File: src/i2c_slave_consts.svh
// constants for the two-wire slave engine
`ifndef I2C_SLAVE_CONSTS_SVH
`define I2C_SLAVE_CONSTS_SVH
`define MODE_TENBIT_BIT 0
`define MODE_SSINT_BIT 1
`define RW_BIT 0
`define HI_PREFIX_LSB 3
`define HI_A98_MSB 2
`define HI_A98_LSB 1
`define TEN_HI_PREFIX 5'h1e
`define BYTE_BITS 4'h8
`define LAST_TX_BIT 4'h7
`define CNT_ZERO 4'h0
`define CNT_ONE 4'h1
`define BYTE_ZERO 8'h00
`define OWN_ADDR_RESET 8'h00
`endif

File: src/i2c_slave_pkg.sv
// types shared by the two-wire slave engine
package i2c_slave_pkg;
   typedef enum logic [2:0] {
      ST_IDLE = 3'h0,
      ST_ADDR = 3'h1,
      ST_ADDR_LO = 3'h2,
      ST_RX = 3'h3,
      ST_ACK = 3'h4,
      ST_TX = 3'h5,
      ST_TXACK = 3'h6
   } slave_state_t;
endpackage : i2c_slave_pkg

File: src/pin_sampler.sv
// three-stage sampler with agreement filter for bus pins
module pin_sampler #(
   parameter int WIDTH = 2
) (
   input wire logic sys_clk_in,
   input wire logic rst_in,
   input wire logic [WIDTH-1:0] pins_in,
   output logic [WIDTH-1:0] level_out
);
   logic [WIDTH-1:0] s1_ff;
   logic [WIDTH-1:0] s2_ff;
   logic [WIDTH-1:0] s3_ff;
   logic [WIDTH-1:0] level_ff;
   wire [WIDTH-1:0] agree = ~(s2_ff ^ s3_ff);
   wire [WIDTH-1:0] nxt_level = (s2_ff & agree) | (level_ff & ~agree);

   if (WIDTH < 1)
   begin : g_bad_width
      $error("pin_sampler needs at least one pin");
   end

   // idle bus reads high, so reset to ones
   always_ff @(posedge sys_clk_in)
   begin
      if (rst_in)
      begin
         s1_ff <= '1;
         s2_ff <= '1;
         s3_ff <= '1;
         level_ff <= '1;
      end
      else
      begin
         s1_ff <= pins_in;
         s2_ff <= s1_ff;
         s3_ff <= s2_ff;
         level_ff <= nxt_level;
      end
   end

   assign level_out = level_ff;
endmodule : pin_sampler

File: src/i2c_slave_engine.sv
// two-wire bus slave engine: addressing, receive, transmit, stretching
`include "i2c_slave_consts.svh"
module i2c_slave_engine
   import i2c_slave_pkg::*;
(
   input wire logic sys_clk_in,
   input wire logic rst_in,
   input wire logic scl_in,
   input wire logic sda_in,
   input wire logic [1:0] port_mode_select_in,
   input wire logic stretch_enable_in,
   input wire logic addr_hold_enable_in,
   input wire logic data_hold_enable_in,
   input wire logic ack_value_to_send_in,
   input wire logic buffer_overwrite_enable_in,
   input wire logic slave_collision_detect_enable_in,
   input wire logic own_address_wr_in,
   input wire logic [7:0] own_address_data_in,
   input wire logic buffer_wr_in,
   input wire logic [7:0] buffer_wr_data_in,
   input wire logic buffer_rd_in,
   input wire logic flag_clear_in,
   input wire logic overflow_clear_in,
   input wire logic collision_clear_in,
   input wire logic clock_release_set_in,
   output logic scl_out,
   output logic scl_oe_out,
   output logic sda_out,
   output logic sda_oe_out,
   output logic [7:0] data_buffer_out,
   output logic [7:0] own_address_out,
   output logic buffer_full_out,
   output logic receive_overflow_out,
   output logic serial_event_flag_out,
   output logic addr_reload_request_out,
   output logic clock_release_out,
   output logic ack_time_flag_out,
   output logic ack_received_out,
   output logic read_write_out,
   output logic data_not_addr_out,
   output logic begin_detected_out,
   output logic halt_detected_out,
   output logic bus_collision_flag_out
);
   slave_state_t state_ff, nxt_state, after_ff, nxt_after;
   logic [3:0] cnt_ff, nxt_cnt;
   logic [7:0] shift_ff, nxt_shift, buf_ff, nxt_buf, own_ff, nxt_own;
   logic bf_ff, nxt_bf, ov_ff, nxt_ov, flag_ff, nxt_flag, ua_ff, nxt_ua;
   logic ckp_ff, nxt_ckp, ack_time_flag_ff, nxt_ack_time_flag, ack_received_ff, nxt_ack_received;
   logic rw_ff, nxt_rw, da_ff, nxt_da, start_ff, nxt_start, stop_ff, nxt_stop;
   logic bcl_ff, nxt_bcl, prior_ff, nxt_prior, soft_ff, nxt_soft;
   logic hwack_ff, nxt_hwack, setua_ff, nxt_setua, read_ff, nxt_read;
   logic hold_ff, sda_oe_ff, scl_prev_ff, sda_prev_ff, zero_ff;
   logic [1:0] level;

   function automatic logic hi_match(input logic [7:0] b, input logic [7:0] own);
      hi_match = (b[7:`HI_PREFIX_LSB] == `TEN_HI_PREFIX) &&
                 (b[`HI_A98_MSB:`HI_A98_LSB] == own[`HI_A98_MSB:`HI_A98_LSB]);
   endfunction : hi_match

   pin_sampler #(
      .WIDTH(2)
   ) u_sampler (
      .sys_clk_in(sys_clk_in),
      .rst_in(rst_in),
      .pins_in({scl_in, sda_in}),
      .level_out(level)
   );

   wire scl_lvl = level[1];
   wire sda_lvl = level[0];
   wire scl_rise = scl_lvl & ~scl_prev_ff;
   wire scl_fall = ~scl_lvl & scl_prev_ff;
   wire start_det = scl_lvl & scl_prev_ff & sda_prev_ff & ~sda_lvl;
   wire stop_det = scl_lvl & scl_prev_ff & ~sda_prev_ff & sda_lvl;
   wire tenbit = port_mode_select_in[`MODE_TENBIT_BIT];
   wire ss_int = port_mode_select_in[`MODE_SSINT_BIT];
   wire rw_bit = shift_ff[`RW_BIT];
   wire m7 = shift_ff[7:1] == own_ff[7:1];
   wire m_hi = hi_match(shift_ff, own_ff);
   // reads only after a full write match
   wire m10 = m_hi & (~rw_bit | prior_ff);
   wire m_lo = shift_ff == own_ff;
   wire addr_hit = tenbit ? m10 : m7;
   wire is_addr = state_ff != ST_RX;
   wire busy = bf_ff | ov_ff;
   wire hw_ok = ~busy | buffer_overwrite_enable_in;
   wire soft_sel = is_addr ? addr_hold_enable_in : data_hold_enable_in;
   wire byte_done = scl_fall & (cnt_ff == `BYTE_BITS);
   wire ack_now = soft_ff ? ~ack_value_to_send_in : hwack_ff;
   // drive low only for ack or a zero bit
   wire nxt_sda_oe = (state_ff == ST_ACK & ack_now) |
                     (state_ff == ST_TX & bf_ff & ~shift_ff[7]);
   wire hold_req = ~ckp_ff | ua_ff;
   // grab SCL only once it is already low
   wire nxt_hold = hold_req & (hold_ff | ~scl_lvl);
   wire collide = scl_rise & ~sda_oe_ff & ~sda_lvl;

   always_comb
   begin
      nxt_state = state_ff;
      nxt_after = after_ff;
      nxt_cnt = cnt_ff;
      nxt_shift = shift_ff;
      nxt_buf = buf_ff;
      nxt_own = own_ff;
      nxt_bf = bf_ff;
      nxt_ov = ov_ff;
      nxt_flag = flag_ff;
      nxt_ua = ua_ff;
      nxt_ckp = ckp_ff;
      nxt_ack_time_flag = ack_time_flag_ff;
      nxt_ack_received = ack_received_ff;
      nxt_rw = rw_ff;
      nxt_da = da_ff;
      nxt_start = start_ff;
      nxt_stop = stop_ff;
      nxt_bcl = bcl_ff;
      nxt_prior = prior_ff;
      nxt_soft = soft_ff;
      nxt_hwack = hwack_ff;
      nxt_setua = setua_ff;
      nxt_read = read_ff;
      // software side first so hardware events below win
      if (buffer_rd_in)
         nxt_bf = 1'b0;
      if (overflow_clear_in)
         nxt_ov = 1'b0;
      if (flag_clear_in)
         nxt_flag = 1'b0;
      if (collision_clear_in)
         nxt_bcl = 1'b0;
      if (clock_release_set_in)
         nxt_ckp = 1'b1;
      if (own_address_wr_in)
      begin
         nxt_own = own_address_data_in;
         nxt_ua = 1'b0;
      end
      // buffer write in ST_TX also loads the shifter
      if (buffer_wr_in)
      begin
         nxt_buf = buffer_wr_data_in;
         nxt_bf = 1'b1;
         if (state_ff == ST_TX)
            nxt_shift = buffer_wr_data_in;
      end
      if (start_det)
      begin
         if (ss_int)
            nxt_flag = 1'b1;
         nxt_state = ST_ADDR;
         nxt_cnt = `CNT_ZERO;
         nxt_start = 1'b1;
         nxt_stop = 1'b0;
         nxt_ack_time_flag = 1'b0;
      end
      else if (stop_det)
      begin
         if (ss_int)
            nxt_flag = 1'b1;
         nxt_state = ST_IDLE;
         nxt_start = 1'b0;
         nxt_stop = 1'b1;
         nxt_prior = 1'b0;
         nxt_ack_time_flag = 1'b0;
      end
      else
      begin
         case (state_ff)
            ST_ADDR, ST_ADDR_LO, ST_RX:
            begin
               if (scl_rise && cnt_ff != `BYTE_BITS)
               begin
                  nxt_shift = {shift_ff[6:0], sda_lvl};
                  nxt_cnt = cnt_ff + `CNT_ONE;
               end
               if (byte_done)
               begin
                  nxt_state = ST_ACK;
                  nxt_after = ST_RX;
                  nxt_read = 1'b0;
                  nxt_setua = 1'b0;
                  nxt_soft = 1'b0;
                  nxt_hwack = 1'b0;
                  // miss on first byte goes idle silently
                  if (state_ff == ST_ADDR && !addr_hit)
                  begin
                     nxt_state = ST_IDLE;
                     nxt_prior = 1'b0;
                  end
                  else if (state_ff == ST_ADDR_LO && !m_lo)
                  begin
                     nxt_setua = 1'b1;
                     nxt_after = ST_IDLE;
                  end
                  else
                  begin
                     nxt_hwack = hw_ok;
                     nxt_da = ~is_addr;
                     if (hw_ok)
                     begin
                        nxt_buf = shift_ff;
                        nxt_bf = 1'b1;
                     end
                     if (!is_addr && bf_ff)
                        nxt_ov = 1'b1;
                     if (soft_sel)
                     begin
                        nxt_soft = 1'b1;
                        nxt_flag = 1'b1;
                        nxt_ckp = 1'b0;
                        nxt_ack_time_flag = 1'b1;
                     end
                     if (state_ff == ST_ADDR)
                     begin
                        nxt_rw = rw_bit;
                        // high byte write leads to reload
                        if (tenbit && !rw_bit)
                        begin
                           nxt_setua = 1'b1;
                           nxt_after = ST_ADDR_LO;
                           nxt_prior = 1'b0;
                        end
                        if (rw_bit)
                        begin
                           nxt_read = 1'b1;
                           nxt_after = ST_TX;
                        end
                     end
                     else if (state_ff == ST_ADDR_LO)
                     begin
                        nxt_setua = 1'b1;
                        nxt_prior = 1'b1;
                     end
                  end
               end
            end
            ST_ACK:
            begin
               if (scl_fall)
               begin
                  nxt_ack_time_flag = 1'b0;
                  if (setua_ff)
                  begin
                     nxt_ua = 1'b1;
                     nxt_flag = 1'b1;
                  end
                  if (ack_now)
                  begin
                     nxt_flag = 1'b1;
                     nxt_state = after_ff;
                     nxt_cnt = `CNT_ZERO;
                     if (read_ff)
                        nxt_ckp = 1'b0;
                     else if (stretch_enable_in && !setua_ff)
                        nxt_ckp = 1'b0;
                  end
                  else
                     nxt_state = ST_IDLE;
               end
            end
            ST_TX:
            begin
               if (collide && slave_collision_detect_enable_in)
               begin
                  nxt_bcl = 1'b1;
                  nxt_state = ST_IDLE;
               end
               // next bit after each falling edge
               else if (scl_fall)
               begin
                  nxt_shift = {shift_ff[6:0], 1'b1};
                  nxt_cnt = cnt_ff + `CNT_ONE;
                  if (cnt_ff == `LAST_TX_BIT)
                  begin
                     nxt_state = ST_TXACK;
                     nxt_bf = 1'b0;
                  end
               end
            end
            ST_TXACK:
            begin
               if (scl_rise)
                  nxt_ack_received = sda_lvl;
               if (scl_fall)
               begin
                  nxt_flag = 1'b1;
                  nxt_cnt = `CNT_ZERO;
                  if (ack_received_ff)
                     nxt_state = ST_IDLE;
                  else
                  begin
                     nxt_state = ST_TX;
                     nxt_ckp = 1'b0;
                  end
               end
            end
            default:
            begin
               nxt_state = ST_IDLE;
            end
         endcase
      end
   end

   always_ff @(posedge sys_clk_in)
   begin
      if (rst_in)
      begin
         state_ff <= ST_IDLE;
         after_ff <= ST_IDLE;
         cnt_ff <= `CNT_ZERO;
         shift_ff <= `BYTE_ZERO;
         buf_ff <= `BYTE_ZERO;
         own_ff <= `OWN_ADDR_RESET;
         {bf_ff, ov_ff, flag_ff, ua_ff, ack_time_flag_ff, ack_received_ff} <= '0;
         {rw_ff, da_ff, start_ff, stop_ff, bcl_ff, prior_ff} <= '0;
         {soft_ff, hwack_ff, setua_ff, read_ff, hold_ff, sda_oe_ff} <= '0;
         ckp_ff <= 1'b1;
         scl_prev_ff <= 1'b1;
         sda_prev_ff <= 1'b1;
         zero_ff <= 1'b0;
      end
      else
      begin
         state_ff <= nxt_state;
         after_ff <= nxt_after;
         cnt_ff <= nxt_cnt;
         shift_ff <= nxt_shift;
         buf_ff <= nxt_buf;
         own_ff <= nxt_own;
         {bf_ff, ov_ff, flag_ff, ua_ff} <= {nxt_bf, nxt_ov, nxt_flag, nxt_ua};
         {ack_time_flag_ff, ack_received_ff, rw_ff, da_ff} <= {nxt_ack_time_flag, nxt_ack_received, nxt_rw, nxt_da};
         {start_ff, stop_ff, bcl_ff, prior_ff} <= {nxt_start, nxt_stop, nxt_bcl, nxt_prior};
         {soft_ff, hwack_ff, setua_ff, read_ff} <= {nxt_soft, nxt_hwack, nxt_setua, nxt_read};
         ckp_ff <= nxt_ckp;
         hold_ff <= nxt_hold;
         sda_oe_ff <= nxt_sda_oe;
         scl_prev_ff <= scl_lvl;
         sda_prev_ff <= sda_lvl;
         // open-drain: the driven level is always low
         zero_ff <= 1'b0;
      end
   end

   assign scl_out = zero_ff;
   assign sda_out = zero_ff;
   assign scl_oe_out = hold_ff;
   assign sda_oe_out = sda_oe_ff;
   assign data_buffer_out = buf_ff;
   assign own_address_out = own_ff;
   assign buffer_full_out = bf_ff;
   assign receive_overflow_out = ov_ff;
   assign serial_event_flag_out = flag_ff;
   assign addr_reload_request_out = ua_ff;
   assign clock_release_out = ckp_ff;
   assign ack_time_flag_out = ack_time_flag_ff;
   assign ack_received_out = ack_received_ff;
   assign read_write_out = rw_ff;
   assign data_not_addr_out = da_ff;
   assign begin_detected_out = start_ff;
   assign halt_detected_out = stop_ff;
   assign bus_collision_flag_out = bcl_ff;
endmodule : i2c_slave_engine

File: config.mk
export PLATFORM = sky130hd
export DESIGN_NAME = i2c_slave_engine
export DESIGN_NICKNAME = d
export VERILOG_FILES = /design/src/i2c_slave_pkg.sv /design/src/pin_sampler.sv /design/src/i2c_slave_engine.sv
export VERILOG_INCLUDE_DIRS = /design/src
export SDC_FILE = /design/constraint.sdc
export NUM_CORES = 1
export LEC_CHECK = 0
export ABC_AREA = 1
export ABC_CLOCK_PERIOD_IN_PS = 4420
export BUFFER_PORTS_ARGS = -buffer_cell sky130_fd_sc_hd__buf_2
export CORE_AREA = 2 2 98 100
export DETAILED_ROUTE_END_ITERATION = 7
export DIE_AREA = 0 0 100 102
export GPL_TIMING_DRIVEN = 0
export SLEW_MARGIN = 25
export SYNTH_ARGS = -nofsm -noshare
export SYNTH_HDL_FRONTEND = slang
export SYNTH_SLANG_ARGS = --single-unit
File: constraint.sdc
create_clock -name sys_clk_in -period 4.42 [get_ports sys_clk_in]
set_input_delay 1.326 -clock sys_clk_in [delete_from_list [all_inputs] [get_ports sys_clk_in]]
set_output_delay 1.326 -clock sys_clk_in [all_outputs]
set_load 0.05 [all_outputs]
==> results by group <==
STA
  – Slew Viols, Final: 0
  – Final hold viol count: 0
  – Setup TNS: 0 ns
  – # setup viols final: 0
  – Final min period: 2.51 ns
  – Slew HR: 60.5%
  – Worst Skew: 0.00584 ns
  – RSZ-0062 raised after global routing: false
  – Final period utilization: 56.8%
  – Highest clock rate: 398 MHz
  – Slew of the pin with the lowest slew margin: 0.592 ns

Layout
  – Ratio of cells with drive above 1 in the final layout: 19.9%
  – Commonest cells after routing, fill and taps aside: nand2_1 (121), buf_2 (64), dfxtp_1 (62)
  – ANT cells: 0
  – Leading cell type in the layout, fill and taps excluded: nand2_1
  – Cell area after layout: 3790 um^2
  – Final #Nets: 571
  – P&R area growth vs syn: 21.9%

Synth
  – Post-Syn Instances: 459
  – FF+latch count, synth: 62
  – Main synth FF type: dfxtp_1
  – Area share of xor/xnor cells in the synthesized design: 1.13%
  – Seq/Total Area, Yosys: 39.9%
  – Synth cell types: 36
  – Compound-Gate Fraction of Synth Area: 17.9%
  – Synth async-reset ratio: 0%
  – Synthesized cell area: 3110 um^2
  – Post-Synth Adder-Cell Area: 0.805%
  – Mux cell area share after synthesis: 1.61%
  – Largest family of logic cells by synthesized area: simple AND/OR/NAND/NOR gates
  – Avg Synthesized Cell Area: 6.77 um^2
  – Synth Area in Simple Gates: 28.9%
  – Post-synth EDFFs: 0
  – YS warnings: 0

Clock network
  – Postcts setup bufs: 0
  – CTS Buffer Depth: 2
  – Clk root buf: clkbuf_8
  – CTS H-tree lvls: 3
  – CTS hold repair buffers: 0
  – Clk pin slew, worst setup/hold paths: 0.07 ns
  – Clk_lat worst skew: 0.34 ns
  – CTS Buf Count: 9
  – Sink Count: 62
  – CTS tree: built
  – Post_cts resized: 0

Global routing
  – First-pass GRT wire length: 14600 um
  – Number of global-route vias before repair: 2995
  – Largest net degree at the start of global routing: 12
  – Total Routing Usage GR: 18.1%
  – Total grt overflow: 0
  – Initial antenna violation count: 0

Setup path
  – Worst Setup Start Kind: input pin
  – CP required: 4.70 ns
  – Kind of critical path: in -> reg
  – Worst Path Max Fanout: 10
  – Critical path capture point type: flop
  – Crit path DAT: 2.79 ns

Place
  – I/O Buffers: 63
  – Post-DP HPWL: 6700 um
  – Placer Congestion: 0.908
  – Post-Place Cell Area: 3570 um^2

Flow run
  – Max Cap Violations: 0

Power
  – Total power: 1270 uW
  – Power per cell area: 335 nW/um^2
  – Peak supply drop: 0.000201 V
  – Static leakage: 0.00183 uW

Detailed routing
  – Vias: 3137
  – DRT Pass-1 Iters: 5
  – Vias per cell: 4.83
  – Drt total wl: 8780 um
  – Iter 0 DRT Violations: 172
  – Routed wire per std cell: 13.5 um
  – DRC: 0
  – Routed Antenna Nets: 0

Hold path
  – Min-delay worst type: reg -> reg

Run status
  – Status: complete, no violations

Die
  – CORE AREA: 9110 um^2
  – Initial core utilization: 34.1%
  – Die height: 102 um
  – I/O pins: 67
  – DIE AREA: 10200 um^2
  – FP Rows: 35
  – Die W: 100 um
layer usage:
layer  up-vias  wire (um)  global-route usage (%)
li1       1619          -                       -
met1      1402       4220                    24.7
met2       103       3940                    29.3
met3        13        451                    2.60
met4         0        174                    6.95
met5         -          0                       0
registers in the layout, summed over array words and instances, names as in the netlist, 2 cells and up, named ones only:
register and cells:
state_ff 3, shift_ff 8, after_ff 3, u_sampler.s2_ff 2, cnt_ff 4, own_address_out 8, u_sampler.s1_ff 2, data_buffer_out 8
u_sampler.s3_ff 2
cells by family after synthesis:
group,after synthesis
flip-flops,62
multiplexers,5
AND/OR/NAND/NOR,212
buffers and inverters,76
other,1
XOR/XNOR,4
adder cells (fa/ha/maj),2
AO/OA/AOI/OAI,97
worst max-delay path, cell delays in order:
cell and delay, ns:
clkbuf_1 0.22, inv_1 0.13, clkbuf_1 0.45, clkbuf_1 0.45, nand2_1 0.10, nor2_1 0.11
synth_stat cells, drive strengths merged (5+ instances only):
cell    number  area (um^2)
nor2        60          255
clkbuf       9         33.8
mux2i        5         50.1
nand3       15         75.1
inv         63          236
o211ai       8         60.1
a31oi        6         37.5
or2          6         37.5
nand2      124          488
a21oi       42          221
o21ai       32          171
dfxtp       62         1240
report_power, final:
group          internal [uW]  switching (uW)  leakage [uW]
Sequential               571            7.74      0.000505
Clock                    331             234      0.000108
Combinational           37.8            87.5       0.00122
cell type report:
| cell class | count | area, um^2 |
|---|---|---|
| plain buffers | 13 | 65.1 |
| clock buffers | 10 | 138 |
| clock inverters | 6 | 85.1 |
| fillers | 969 | 5320 |
| inverters | 63 | 236 |
| multi-input cells | 322 | 1570 |
| flip-flops and latches | 62 | 1240 |
| well taps | 111 | 139 |
| repair buffers | 63 | 315 |
final timing paths:
check                                         from            endpoint  slack (ns)  cells after the start
worst max-delay path                        rst_in  data_buffer_out[4]        1.91                      6
worst min-delay path            u_sampler.s1_ff[0]  u_sampler.s2_ff[0]        0.41                      1
worst max register to register           cnt_ff[0]  data_buffer_out[0]        2.35                     12
worst min register to register  u_sampler.s1_ff[0]  u_sampler.s2_ff[0]        0.41                      1
metrics by stage:
| stage | worst slack, ns | hold WS, ns | util (%) | std cells |
|---|---|---|---|---|
| 4_1_cts | 1.86 | 0.411 | 41.6 | 650 |
| 6_report | 1.91 | 0.410 | 41.6 | 650 |
| 3_5_place_dp | 1.50 | 0.393 | 39.2 | 634 |
| 2_1_floorplan | 1.96 | 0.389 | - | 460 |
| 5_1_grt | 1.74 | 0.432 | 41.6 | 650 |
| 3_3_place_gp | 1.53 | 0.391 | 39.2 | 634 |
Power figures use the tool's default switching activity.
